[src/core/rtp_defs.svh]
// Purpose: Offsets, field positions, reset values and counts of the reload timer
// Assumes: APB byte address is four times the register index
// Notes:   Include by bare name; definitions only
//
// How it works
// Three-bit prescale field divides the tick by 1 up to 128.
// Counter rollover past FFFF sets the overflow flag, control bit 4.
// Entering this timer's interrupt service routine clears the overflow flag.
// Software may write the overflow flag to one or zero.
// Run control bit 3 low halts counting; high lets it count.
// Software writes reload bytes only while the timer is halted.
// Bit 5 picks first serial port baud source: timer 1 or overflow.
// Bit 7 doubles second serial port baud rate in its mode 2.
// Bit 6 maps second port control bit 7 to mode or framing error.
// Reload-low register holds reload value bits 7:0.
// Reload-high register holds reload value bits 15:8.
// Count up per tick; on overflow load reload value and continue.
`ifndef RTP_DEFS_SVH
`define RTP_DEFS_SVH

`define RTP_ADDR_W       12
`define RTP_IDX_CTRL     8'hC4
`define RTP_IDX_RLOW     8'hC5
`define RTP_IDX_RHIGH    8'hC6
`define RTP_IDX_COUNT    8'hC7
`define RTP_IDX_ISTAT    8'hC8
`define RTP_IDX_IMASK    8'hC9

`define RTP_CTRL_RST     8'h00
`define RTP_RLOW_RST     8'h00
`define RTP_RHIGH_RST    8'h00
`define RTP_COUNT_RST    16'h0000
`define RTP_COUNT_MAX    16'hFFFF

`define RTP_BIT_DOUBLE   7
`define RTP_BIT_ERRSEL   6
`define RTP_BIT_BAUDSEL  5
`define RTP_BIT_OVF      4
`define RTP_BIT_RUN      3
`define RTP_PS_HI        2
`define RTP_PS_LO        0

`define RTP_PRE_W        7

`endif

[src/core/rtp_pkg.sv]
// Purpose: Types shared by the reload timer modules
// Assumes: Constants live in rtp_defs.svh
// Notes:   Nothing is imported; use rtp_pkg::name
package rtp_pkg;

  typedef enum logic [0:0] {
    RTP_IDLE = 1'b0,
    RTP_ACK  = 1'b1
  } rtp_apb_phase_t;

  typedef struct packed {
    rtp_apb_phase_t phase;
    logic [31:0]    prdata;
    logic           pslverr;
  } rtp_apb_state_t;

  typedef struct packed {
    logic [6:0] cnt;
  } rtp_pre_state_t;

  typedef struct packed {
    logic [7:0]  ctrl;
    logic [7:0]  rlow;
    logic [7:0]  rhigh;
    logic [15:0] count;
    logic        istat;
    logic        imask;
    logic        irq;
    logic        uart0_baud;
    logic        sp_baud_dbl;
    logic        sp_bit7_rd;
    logic        sp_bit7_fe;
  } rtp_state_t;

endpackage

[src/core/rtp_prescaler.sv]
// Purpose: Power-of-two tick divider for the reload timer
// Assumes: Counter restarts from zero whenever run is low
// Notes:   Tick is combinational; the parent registers its effects
`timescale 1ns/1ps
`default_nettype none
`include "rtp_defs.svh"
module rtp_prescaler (
  input  wire logic       i_sys_clk,
  input  wire logic       i_rst,
  input  wire logic       i_run,
  input  wire logic [2:0] i_code,
  output logic            o_tick
);

  rtp_pkg::rtp_pre_state_t st_reg;
  rtp_pkg::rtp_pre_state_t st_next;
  logic [`RTP_PRE_W-1:0]   mask;

  // ratio 2**code
  always_comb begin
    st_next = st_reg;
    mask    = 7'((8'h01 << i_code) - 8'h01);
    o_tick  = i_run && ((st_reg.cnt & mask) == mask);
    if (!i_run) begin
      st_next.cnt = 7'h00;
    end else begin
      st_next.cnt = 7'(st_reg.cnt + 7'h01);
    end
  end

  always_ff @(posedge i_sys_clk) begin
    if (i_rst) begin
      st_reg <= '0;
    end else begin
      st_reg <= st_next;
    end
  end

endmodule
`default_nettype wire

[src/core/rtp_apb_slave.sv]
// Purpose: APB slave front end with one-cycle access phase
// Assumes: Parent decodes paddr and supplies read data and hit
// Notes:   pready rises in the first access cycle; no wait states
`timescale 1ns/1ps
`default_nettype none
module rtp_apb_slave (
  input  wire logic        i_sys_clk,
  input  wire logic        i_rst,
  input  wire logic        i_psel,
  input  wire logic        i_penable,
  input  wire logic        i_pwrite,
  input  wire logic        i_hit,
  input  wire logic [31:0] i_rdata,
  output logic             o_pready,
  output logic [31:0]      o_prdata,
  output logic             o_pslverr,
  output logic             o_wr_en
);

  rtp_pkg::rtp_apb_state_t st_reg;
  rtp_pkg::rtp_apb_state_t st_next;

  always_comb begin
    st_next = st_reg;
    case (st_reg.phase)
      rtp_pkg::RTP_IDLE: begin
        if (i_psel && !i_penable) begin
          st_next.phase   = rtp_pkg::RTP_ACK;
          st_next.prdata  = i_pwrite ? 32'h0000_0000 : i_rdata;
          st_next.pslverr = !i_hit;
        end
      end
      rtp_pkg::RTP_ACK: begin
        st_next.phase   = rtp_pkg::RTP_IDLE;
        st_next.prdata  = 32'h0000_0000;
        st_next.pslverr = 1'b0;
      end
      default: begin
        st_next = '0;
      end
    endcase
  end

  always_ff @(posedge i_sys_clk) begin
    if (i_rst) begin
      st_reg <= '0;
    end else begin
      st_reg <= st_next;
    end
  end

  // Unmapped writes are answered with an error and store nothing
  assign o_pready  = (st_reg.phase == rtp_pkg::RTP_ACK);
  assign o_prdata  = st_reg.prdata;
  assign o_pslverr = st_reg.pslverr;
  assign o_wr_en   = o_pready && i_psel && i_penable && i_pwrite && !st_reg.pslverr;

endmodule
`default_nettype wire

[src/core/rtp_timer.sv]
// Purpose: 16-bit auto-reload timer with prescaler and serial-port control bits
// Assumes: Single clock; APB register access; reload writes only while halted
// Notes:   Hardware set of the overflow flag wins over any clear in the same cycle
`timescale 1ns/1ps
`default_nettype none
`include "rtp_defs.svh"
module rtp_timer (
  input  wire logic        i_sys_clk,
  input  wire logic        i_rst,
  // APB
  input  wire logic        i_psel,
  input  wire logic        i_penable,
  input  wire logic        i_pwrite,
  input  wire logic [11:0] i_paddr,
  input  wire logic [31:0] i_pwdata,
  output logic             o_pready,
  output logic [31:0]      o_prdata,
  output logic             o_pslverr,
  // CPU interrupt entry for this timer
  input  wire logic        i_isr_enter,
  output logic             o_irq,
  // Serial port hooks
  input  wire logic        i_timer1_ovf,
  input  wire logic        i_sp_mode2,
  input  wire logic        i_sp_mode_bit,
  input  wire logic        i_sp_framing_error,
  output logic             o_uart0_baud_tick,
  output logic             o_sp_baud_double,
  output logic             o_sp_bit7_read,
  output logic             o_sp_bit7_to_fe
);

  ////////////////////////////////////////////////////////////////////////////
  // Decode

  localparam logic [2:0] SEL_NONE  = 3'h0;
  localparam logic [2:0] SEL_CTRL  = 3'h1;
  localparam logic [2:0] SEL_RLOW  = 3'h2;
  localparam logic [2:0] SEL_RHIGH = 3'h3;
  localparam logic [2:0] SEL_COUNT = 3'h4;
  localparam logic [2:0] SEL_ISTAT = 3'h5;
  localparam logic [2:0] SEL_IMASK = 3'h6;

  function automatic logic [11:0] byte_addr(input logic [7:0] idx);
    byte_addr = {2'b00, idx, 2'b00};
  endfunction

  function automatic logic [2:0] decode(input logic [11:0] a);
    if (a == byte_addr(`RTP_IDX_CTRL)) begin
      decode = SEL_CTRL;
    end else if (a == byte_addr(`RTP_IDX_RLOW)) begin
      decode = SEL_RLOW;
    end else if (a == byte_addr(`RTP_IDX_RHIGH)) begin
      decode = SEL_RHIGH;
    end else if (a == byte_addr(`RTP_IDX_COUNT)) begin
      decode = SEL_COUNT;
    end else if (a == byte_addr(`RTP_IDX_ISTAT)) begin
      decode = SEL_ISTAT;
    end else if (a == byte_addr(`RTP_IDX_IMASK)) begin
      decode = SEL_IMASK;
    end else begin
      decode = SEL_NONE;
    end
  endfunction

  rtp_pkg::rtp_state_t st_reg;
  rtp_pkg::rtp_state_t st_next;
  logic [2:0]          sel;
  logic [31:0]         rdata;
  logic                wr_en;
  logic                tick;
  logic                ovf_event;
  logic                run;
  logic [2:0]          ps_code;
  logic                wr_ctrl;
  logic                wr_rlow;
  logic                wr_rhigh;
  logic                wr_istat;
  logic                wr_imask;

  assign sel      = decode(i_paddr);
  assign run      = st_reg.ctrl[`RTP_BIT_RUN];
  assign ps_code  = st_reg.ctrl[`RTP_PS_HI:`RTP_PS_LO];
  assign wr_ctrl  = wr_en && (sel == SEL_CTRL);
  assign wr_rlow  = wr_en && (sel == SEL_RLOW);
  assign wr_rhigh = wr_en && (sel == SEL_RHIGH);
  assign wr_istat = wr_en && (sel == SEL_ISTAT);
  assign wr_imask = wr_en && (sel == SEL_IMASK);

  always_comb begin
    case (sel)
      SEL_CTRL:  rdata = {24'h00_0000, st_reg.ctrl};
      SEL_RLOW:  rdata = {24'h00_0000, st_reg.rlow};
      SEL_RHIGH: rdata = {24'h00_0000, st_reg.rhigh};
      SEL_COUNT: rdata = {16'h0000, st_reg.count};
      SEL_ISTAT: rdata = {31'h0000_0000, st_reg.istat};
      SEL_IMASK: rdata = {31'h0000_0000, st_reg.imask};
      default:   rdata = 32'h0000_0000;
    endcase
  end

  ////////////////////////////////////////////////////////////////////////////
  // Submodules

  rtp_apb_slave u_apb (
    .i_sys_clk (i_sys_clk),
    .i_rst     (i_rst),
    .i_psel    (i_psel),
    .i_penable (i_penable),
    .i_pwrite  (i_pwrite),
    .i_hit     (sel != SEL_NONE),
    .i_rdata   (rdata),
    .o_pready  (o_pready),
    .o_prdata  (o_prdata),
    .o_pslverr (o_pslverr),
    .o_wr_en   (wr_en)
  );

  // prescaler idles while halted
  rtp_prescaler u_pre (
    .i_sys_clk (i_sys_clk),
    .i_rst     (i_rst),
    .i_run     (run),
    .i_code    (ps_code),
    .o_tick    (tick)
  );

  // rollover detect
  assign ovf_event = tick && (st_reg.count == `RTP_COUNT_MAX);

  ////////////////////////////////////////////////////////////////////////////
  // Next state

  always_comb begin
    st_next = st_reg;
    if (wr_ctrl) begin
      st_next.ctrl = i_pwdata[7:0];
    end
    // service entry clears the flag
    if (i_isr_enter) begin
      st_next.ctrl[`RTP_BIT_OVF] = 1'b0;
    end
    // software value taken like a hardware change
    if (wr_ctrl) begin
      st_next.ctrl[`RTP_BIT_OVF] = i_pwdata[`RTP_BIT_OVF];
    end
    // set wins over both clears
    if (ovf_event) begin
      st_next.ctrl[`RTP_BIT_OVF] = 1'b1;
    end
    // reload low byte
    if (wr_rlow) begin
      st_next.rlow = i_pwdata[7:0];
    end
    // reload high byte
    if (wr_rhigh) begin
      st_next.rhigh = i_pwdata[7:0];
    end
    // count up, reload on overflow
    if (ovf_event) begin
      st_next.count = {st_reg.rhigh, st_reg.rlow};
    end else if (tick) begin
      st_next.count = 16'(st_reg.count + 16'h0001);
    end
    if (wr_istat && i_pwdata[0]) begin
      st_next.istat = 1'b0;
    end
    if (ovf_event) begin
      st_next.istat = 1'b1;
    end
    if (wr_imask) begin
      st_next.imask = i_pwdata[0];
    end
    // Next values used so the output line follows status without lag
    st_next.irq = st_next.istat && st_next.imask;
    // baud source select
    st_next.uart0_baud = st_reg.ctrl[`RTP_BIT_BAUDSEL] ? ovf_event : i_timer1_ovf;
    // doubling only in mode 2
    st_next.sp_baud_dbl = st_reg.ctrl[`RTP_BIT_DOUBLE] && i_sp_mode2;
    // bit 7 steering
    st_next.sp_bit7_rd = st_reg.ctrl[`RTP_BIT_ERRSEL] ? i_sp_framing_error : i_sp_mode_bit;
    st_next.sp_bit7_fe = st_reg.ctrl[`RTP_BIT_ERRSEL];
  end

  always_ff @(posedge i_sys_clk) begin
    if (i_rst) begin
      st_reg       <= '0;
      st_reg.ctrl  <= `RTP_CTRL_RST;
      st_reg.rlow  <= `RTP_RLOW_RST;
      st_reg.rhigh <= `RTP_RHIGH_RST;
      st_reg.count <= `RTP_COUNT_RST;
    end else begin
      st_reg <= st_next;
    end
  end

  assign o_irq               = st_reg.irq;
  assign o_uart0_baud_tick   = st_reg.uart0_baud;
  assign o_sp_baud_double    = st_reg.sp_baud_dbl;
  assign o_sp_bit7_read      = st_reg.sp_bit7_rd;
  assign o_sp_bit7_to_fe     = st_reg.sp_bit7_fe;

  ////////////////////////////////////////////////////////////////////////////
  // Checks

  // Cycles between ticks, valid only after a full interval at fixed settings
  logic [7:0] gap_cnt;
  logic       gap_ok;

  always_ff @(posedge i_sys_clk) begin
    if (i_rst || !run || wr_ctrl) begin
      gap_cnt <= 8'h00;
      gap_ok  <= 1'b0;
    end else if (tick) begin
      gap_cnt <= 8'h00;
      gap_ok  <= 1'b1;
    end else begin
      gap_cnt <= 8'(gap_cnt + 8'h01);
    end
  end

  prescale_ratio_a: assert property (
    @(posedge i_sys_clk) disable iff (i_rst)
    (tick && gap_ok && run) |-> (9'(gap_cnt) + 9'h001 == (9'h001 << ps_code))
  ) else $error("tick spacing does not match prescale code");

  ovf_sets_flag_a: assert property (
    @(posedge i_sys_clk) disable iff (i_rst)
    ovf_event |=> (st_reg.ctrl[`RTP_BIT_OVF] && st_reg.istat)
  ) else $error("overflow did not set the flag");

  isr_clears_flag_a: assert property (
    @(posedge i_sys_clk) disable iff (i_rst)
    (i_isr_enter && !ovf_event && !wr_ctrl) |=> !st_reg.ctrl[`RTP_BIT_OVF]
  ) else $error("service entry did not clear the flag");

  sw_flag_write_a: assert property (
    @(posedge i_sys_clk) disable iff (i_rst)
    (wr_ctrl && !ovf_event) |=> (st_reg.ctrl[`RTP_BIT_OVF] == $past(i_pwdata[4]))
  ) else $error("software flag write not taken");

  halt_holds_count_a: assert property (
    @(posedge i_sys_clk) disable iff (i_rst)
    (!run ##1 !run) |-> ($stable(st_reg.count) && !tick)
  ) else $error("count moved while halted");

  count_step_a: assert property (
    @(posedge i_sys_clk) disable iff (i_rst)
    (tick && !ovf_event) |=> (st_reg.count == 16'($past(st_reg.count) + 16'h0001))
  ) else $error("count did not step by one");

  reload_on_ovf_a: assert property (
    @(posedge i_sys_clk) disable iff (i_rst)
    ovf_event |=> (st_reg.count == {$past(st_reg.rhigh), $past(st_reg.rlow)})
  ) else $error("overflow did not reload the count");

  reload_low_a: assert property (
    @(posedge i_sys_clk) disable iff (i_rst)
    wr_rlow |=> (st_reg.rlow == $past(i_pwdata[7:0]))
  ) else $error("reload low byte not stored");

  reload_high_a: assert property (
    @(posedge i_sys_clk) disable iff (i_rst)
    wr_rhigh |=> (st_reg.rhigh == $past(i_pwdata[7:0]))
  ) else $error("reload high byte not stored");

  baud_source_a: assert property (
    @(posedge i_sys_clk) disable iff (i_rst)
    ##1 (o_uart0_baud_tick ==
      ($past(st_reg.ctrl[5]) ? $past(ovf_event) : $past(i_timer1_ovf)))
  ) else $error("first port baud source wrong");

  baud_double_a: assert property (
    @(posedge i_sys_clk) disable iff (i_rst)
    (st_reg.ctrl[`RTP_BIT_DOUBLE] && i_sp_mode2) |=> o_sp_baud_double
  ) else $error("second port baud not doubled");

  bit7_mapping_a: assert property (
    @(posedge i_sys_clk) disable iff (i_rst)
    st_reg.ctrl[`RTP_BIT_ERRSEL] |=> (o_sp_bit7_to_fe &&
      (o_sp_bit7_read == $past(i_sp_framing_error)))
  ) else $error("bit 7 not mapped to framing error");

  irq_level_a: assert property (
    @(posedge i_sys_clk) disable iff (i_rst)
    ##1 (o_irq == (st_reg.istat && st_reg.imask))
  ) else $error("interrupt line disagrees with status and mask");

  apb_one_wait_a: assert property (
    @(posedge i_sys_clk) disable iff (i_rst)
    (i_psel && !i_penable && !o_pready) |=> o_pready
  ) else $error("access phase not acknowledged at once");

  flag_sticky_a: assert property (
    @(posedge i_sys_clk) disable iff (i_rst)
    (st_reg.ctrl[`RTP_BIT_OVF] && !i_isr_enter && !wr_ctrl) |=> st_reg.ctrl[`RTP_BIT_OVF]
  ) else $error("overflow flag dropped without a clear");

  flag_set_only_a: assert property (
    @(posedge i_sys_clk) disable iff (i_rst)
    (!st_reg.ctrl[`RTP_BIT_OVF] && !ovf_event && !wr_ctrl) |=> !st_reg.ctrl[`RTP_BIT_OVF]
  ) else $error("overflow flag set without an overflow");

  istat_w1c_a: assert property (
    @(posedge i_sys_clk) disable iff (i_rst)
    (wr_istat && i_pwdata[0] && !ovf_event) |=> !st_reg.istat
  ) else $error("status bit not cleared by a write of one");

  count_hold_a: assert property (
    @(posedge i_sys_clk) disable iff (i_rst)
    !tick |=> $stable(st_reg.count)
  ) else $error("count moved without a tick");

  bit7_mode_map_a: assert property (
    @(posedge i_sys_clk) disable iff (i_rst)
    !st_reg.ctrl[`RTP_BIT_ERRSEL] |=> (!o_sp_bit7_to_fe &&
      (o_sp_bit7_read == $past(i_sp_mode_bit)))
  ) else $error("bit 7 not mapped to mode bit");

  baud_double_off_a: assert property (
    @(posedge i_sys_clk) disable iff (i_rst)
    !(st_reg.ctrl[`RTP_BIT_DOUBLE] && i_sp_mode2) |=> !o_sp_baud_double
  ) else $error("second port baud doubled outside mode 2");

  pready_pulse_a: assert property (
    @(posedge i_sys_clk) disable iff (i_rst)
    o_pready |=> !o_pready
  ) else $error("ready held longer than one cycle");

  slverr_with_ready_a: assert property (
    @(posedge i_sys_clk) disable iff (i_rst)
    o_pslverr |-> o_pready
  ) else $error("error response without ready");

  prdata_idle_zero_a: assert property (
    @(posedge i_sys_clk) disable iff (i_rst)
    !o_pready |-> (o_prdata == 32'h0000_0000)
  ) else $error("read data not zero outside access");

  reload_low_hold_a: assert property (
    @(posedge i_sys_clk) disable iff (i_rst)
    !wr_rlow |=> $stable(st_reg.rlow)
  ) else $error("reload low byte changed without a write");

  reload_high_hold_a: assert property (
    @(posedge i_sys_clk) disable iff (i_rst)
    !wr_rhigh |=> $stable(st_reg.rhigh)
  ) else $error("reload high byte changed without a write");

endmodule
`default_nettype wire

[config.mk]
export PLATFORM = sky130hd
export DESIGN_NAME = rtp_timer
export DESIGN_NICKNAME = d
export VERILOG_FILES = /design/src/core/rtp_pkg.sv /design/src/core/rtp_prescaler.sv /design/src/core/rtp_apb_slave.sv /design/src/core/rtp_timer.sv
export VERILOG_INCLUDE_DIRS = /design/src /design/src/core
export SDC_FILE = /design/constraint.sdc
export NUM_CORES = 1
export LEC_CHECK = 0
export BUFFER_PORTS_ARGS = -buffer_cell sky130_fd_sc_hd__clkbuf_2
export CAP_MARGIN = 15
export CELL_PAD_IN_SITES_DETAIL_PLACEMENT = 1
export CELL_PAD_IN_SITES_GLOBAL_PLACEMENT = 1
export CORE_ASPECT_RATIO = 0.6
export CORE_MARGIN = 8
export CORE_UTILIZATION = 42
export CTS_BUF_LIST = sky130_fd_sc_hd__clkbuf_16
export CTS_CLUSTER_SIZE = 24
export DETAILED_ROUTE_END_ITERATION = 10
export GPL_TIMING_DRIVEN = 0
export PLACE_DENSITY_LB_ADDON = 0.1
export REMOVE_ABC_BUFFERS = 1
export SLEW_MARGIN = 20
export SYNTH_ARGS = -nofsm -noshare
export SYNTH_HDL_FRONTEND = slang
export SYNTH_SLANG_ARGS = --single-unit
[constraint.sdc]
create_clock -name i_sys_clk -period 4.3 [get_ports i_sys_clk]
set_input_delay 0.86 -clock i_sys_clk [delete_from_list [all_inputs] [get_ports i_sys_clk]]
set_output_delay 0.86 -clock i_sys_clk [all_outputs]
set_load 0.02 [all_outputs]
==> results.txt <==
----------------------------------------------------
[Setup path]
  Reg2Reg Depth ... 6
  Largest fanout on the critical path ... 11
  Arr. time, crit path ... 3.29 ns
  Category of the most critical setup path ... input pin to flop
  Worst setup EP type ... flop
  Last element of the critical path ... st_reg[43]
  Required time at the worst-slack endpoint ... approximately 4.5 ns
  CP Launch Type ... input pin
  Reg-to-reg slack, setup ... 1.85 ns
  Beginning of the critical path ... i_paddr[5]
  Capturing point of the worst reg2reg path ... o_irq
  Launch point of the worst reg-to-reg path ... st_reg[7]

[Yosys]
  Most used flip-flop cell after synthesis ... sky130_fd_sc_hd__dfxtp_1
  Synthesized cell area ... around 3500 um2
  Gate count after technology mapping ... 403
  Average cell area after synthesis ... slightly below 9 um2
  Post-synthesis sequential element count ... slightly above 70
  Unique cell type count in the Yosys netlist ... 58
  Count of flip-flops with a built-in enable after synthesis ... 0
  Yosys Warn Count ... 0
  Async set or reset register ratio after synthesis ... 0
  Sequential area share after synthesis ... 0.407

[CTS]
  Post CTS Setup Buffer Count ... 0
  Clock Sinks ... between 70 and 80
  Clock latency on the worst-skew pair ... approximately 0.34 ns
  Hold buffer count at CTS ... 0
  Number of cells upsized or downsized after cts ... 0
  Clock-pin slew on the worst setup and hold paths ... 0.06 ns
  Clock tree from TritonCTS ... built
  Total number of H-tree levels ... 3
  Maximum buffer depth of the clock tree ... 2
  Clock root buffer ... sky130_fd_sc_hd__clkbuf_16
  TritonCTS Buffers ... 9

[Run status]
  Result of the run ... complete, no violations

[Floorplan]
  Area of the die ... between 10000 and 15000 um2
  Die outline width ... 134 um
  Core box area ... about 8300 um2
  Num ports ... 93
  Cell Rows ... 26
  Starting density of the core ... 0.425
  Die span in y ... between 80 and 90 um

[Drt]
  Antenna Nets Post-Route ... 0
  Wirelength, routed ... 11.2 mm
  Total vias in the final route ... between 3000 and 4000
  Starting DRT DRC Count ... 267
  Vias per cell ... about 5.7
  Average wire per standard cell ... 19.9 um
  Number of remaining DRC errors ... 0
  Number of search-and-repair iterations in the first detailed-routing pass ... 4

[Layout]
  Multi-input gate area ... approximately 1900 um2
  Area growth from synthesis to layout ... 15.0%
  Total inserted antenna cells ... 0
  Fill cell count ... 1020
  Seq. cell area ... 1440 um2
  Share of layout cells above drive strength 1 ... 0.192
  Max FFs per register ... 37
  Fin nets ... approximately 500

[Worst hold path]
  Worst hold path cell count ... 2
  Origin of the worst min-delay path ... st_reg[31]
  Path category of the worst min-delay check ... flop to flop

[Power and ir drop]
  Leakage power ... around 1.5 nW
  Maximum vdd ir drop ... around 200 uV
  Cell Pwr Density ... approximately 360 nW/um2

[GRT]
  Via count of the first global-routing pass ... approximately 3400
  Global routing usage summed across all routing layers ... 0.198
  Total global routing overflow ... 0
  Wire length of the first global-routing pass ... approximately 18 mm
  Initial antenna violation count ... 0
  Maximum number of pins on one net before global-route repair ... 58

[Timing]
  Post-route clock skew ... between 0.005 and 0.006 ns
  Final-layout setup total negative slack ... 0 ns
  Hold violation total from the final report ... 0
  Final hold slack ... slightly below 0.5 ns
  Final period utilization ... 0.722
  Headroom to the max-slew limit ... 0.379
  Total count of max-transition violations in the final report ... 0
  Slew @ Worst Pin ... 0.930 ns
  Number of endpoints failing setup at the final stage ... 0
  Highest attainable clock frequency ... approximately 320 MHz
  Clock period minus worst slack ... 3.11 ns
  Unrepaired setup endpoints after global routing ... false

[Flow run]
  Max Cap Violations ... 0

[Placed design]
  Final estimated routing congestion in global placement ... 0.826
  HPWL Detailed ... between 8 and 9 mm
  IO Port Bufs ... 52

----------------------------------------------------
-- how the worst min path moves through the flow --
| stage | to | slack [ns] |
|---|---|---|
| 2_1_floorplan | st_reg[30] | 0.44 |
| 3_3_place_gp | u_apb.o_prdata[0] | 0.44 |
| 3_5_place_dp | u_apb.o_prdata[4] | 0.47 |
| 4_1_cts | st_reg[31] | 0.49 |
| 5_1_grt | st_reg[31] | 0.50 |
| 6_report | st_reg[31] | 0.49 |
-- final cells by class --
class,count,share of cell area
clock inverters,7,0.0135
well taps,112,0.0344
repair buffers,53,0.0682
flip-flops and latches,72,0.354
clock buffers,9,0.0553
inverters,5,0.00461
multi-input cells,302,0.470
-- through the flow --
stage                     instances   util  area, um2  power, W  setup WS [ns]
after floorplan                 379      -       3360  0.000714           1.66
after global placement          543  0.452       3760  0.000750          0.900
after detailed placement        544  0.455       3790  0.000752          0.928
after CTS                       560  0.489       4070   0.00147           1.27
after global routing            560  0.489       4070   0.00151           1.07
final                           560  0.489       4070   0.00146           1.19
-- cell families after synthesis --
kind of cell,after synthesis,share of synthesized area
and+or+nand+nor,156,0.233
AOI/OAI and AO/OA,107,0.218
DFF,72,0.407
buffers and inverters,44,0.0714
muxes,16,0.0495
xor gates and xnor gates,5,0.0124
adders and majority gates,2,0.00707
other,1,0.00106
-- critical path: stages --
cell and delay [ns]:
sky130_fd_sc_hd__clkbuf_2 0.10, sky130_fd_sc_hd__or4b_4 0.59, sky130_fd_sc_hd__nor2_1 0.67, sky130_fd_sc_hd__nand3b_1 0.66
sky130_fd_sc_hd__mux2i_1 0.32, sky130_fd_sc_hd__a21oi_1 0.09
-- cell usage after synthesis, types with 3 or more instances --
| library cell | count | area (um2) |
|---|---|---|
| sky130_fd_sc_hd__a21boi_0 | 4 | 30.0 |
| sky130_fd_sc_hd__nor2_1 | 31 | 116 |
| sky130_fd_sc_hd__a211oi_1 | 6 | 45.0 |
| sky130_fd_sc_hd__clkbuf_1 | 10 | 37.5 |
| sky130_fd_sc_hd__and3_1 | 10 | 62.6 |
| sky130_fd_sc_hd__nand2b_1 | 5 | 31.3 |
| sky130_fd_sc_hd__a31oi_1 | 7 | 43.8 |
| sky130_fd_sc_hd__and2_1 | 7 | 43.8 |
| sky130_fd_sc_hd__inv_1 | 5 | 18.8 |
| sky130_fd_sc_hd__a21oi_1 | 16 | 80.1 |
| sky130_fd_sc_hd__dfxtp_1 | 72 | 1440 |
| sky130_fd_sc_hd__a32o_1 | 3 | 30.0 |
| sky130_fd_sc_hd__nor2b_1 | 7 | 43.8 |
| sky130_fd_sc_hd__buf_4 | 19 | 143 |
| sky130_fd_sc_hd__nor3_1 | 4 | 20.0 |
| sky130_fd_sc_hd__a311oi_1 | 4 | 35.0 |
| sky130_fd_sc_hd__nand3_1 | 14 | 70.1 |
| sky130_fd_sc_hd__buf_2 | 6 | 30.0 |
| sky130_fd_sc_hd__a22oi_1 | 22 | 165 |
| sky130_fd_sc_hd__nand2_1 | 51 | 191 |
| sky130_fd_sc_hd__a21oi_2 | 8 | 70.1 |
| sky130_fd_sc_hd__xor2_1 | 4 | 35.0 |
| sky130_fd_sc_hd__and4_1 | 6 | 52.6 |
| sky130_fd_sc_hd__nand4_1 | 8 | 50.1 |
| sky130_fd_sc_hd__o21ai_0 | 13 | 65.1 |
| sky130_fd_sc_hd__a22o_1 | 8 | 70.1 |
| sky130_fd_sc_hd__mux2i_1 | 13 | 130 |
-- report_power, final --
group	leakage (nW)	internal (W)	switching, W
clock network	0.147	0.000439	0.000282
logic	0.803	0.0000172	0.0000494
registers	0.580	0.000669	0.00000163
-- metal layers --
metal  up-vias  track usage  routed length (um)
met5         -            0                   0
met4         0       0.0486                  86
met3         8       0.0582                 848
met2        96        0.312                4880
met1      1572        0.260                5340
li1       1527            -                   -
-- cells in the final DEF, fill, tap and decap left out, types with 2 or more instances in the layout --
cell type / n
sky130_fd_sc_hd__clkbuf_2: 51
sky130_fd_sc_hd__a31oi_1: 7
sky130_fd_sc_hd__o211ai_1: 2
sky130_fd_sc_hd__conb_1: 16
sky130_fd_sc_hd__o21ai_0: 13
sky130_fd_sc_hd__clkbuf_16: 9
sky130_fd_sc_hd__a32o_1: 3
sky130_fd_sc_hd__a21boi_0: 4
sky130_fd_sc_hd__and4_1: 6
sky130_fd_sc_hd__nor2b_1: 7
sky130_fd_sc_hd__clkinv_2: 2
sky130_fd_sc_hd__mux2_2: 2
sky130_fd_sc_hd__nand4b_1: 2
sky130_fd_sc_hd__a21oi_2: 8
sky130_fd_sc_hd__o22ai_1: 2
sky130_fd_sc_hd__o2bb2ai_1: 2
sky130_fd_sc_hd__nand4_1: 8
sky130_fd_sc_hd__clkinv_1: 2
sky130_fd_sc_hd__xor2_1: 4
sky130_fd_sc_hd__inv_1: 7
sky130_fd_sc_hd__a22o_1: 8
sky130_fd_sc_hd__dfxtp_1: 72
sky130_fd_sc_hd__a311oi_1: 4
sky130_fd_sc_hd__and3_1: 10
sky130_fd_sc_hd__a31o_2: 2
sky130_fd_sc_hd__a211oi_1: 6
sky130_fd_sc_hd__nand2b_1: 5
sky130_fd_sc_hd__and2_1: 7
sky130_fd_sc_hd__nor2_1: 31
sky130_fd_sc_hd__mux2i_1: 13
sky130_fd_sc_hd__a21oi_1: 16
sky130_fd_sc_hd__nor3_1: 4
sky130_fd_sc_hd__a22oi_1: 22
sky130_fd_sc_hd__o21a_1: 2
sky130_fd_sc_hd__nand2_1: 51
sky130_fd_sc_hd__nand3_1: 14
sky130_fd_sc_hd__ha_1: 2
Note: power is estimated with default switching activity, not from simulation.
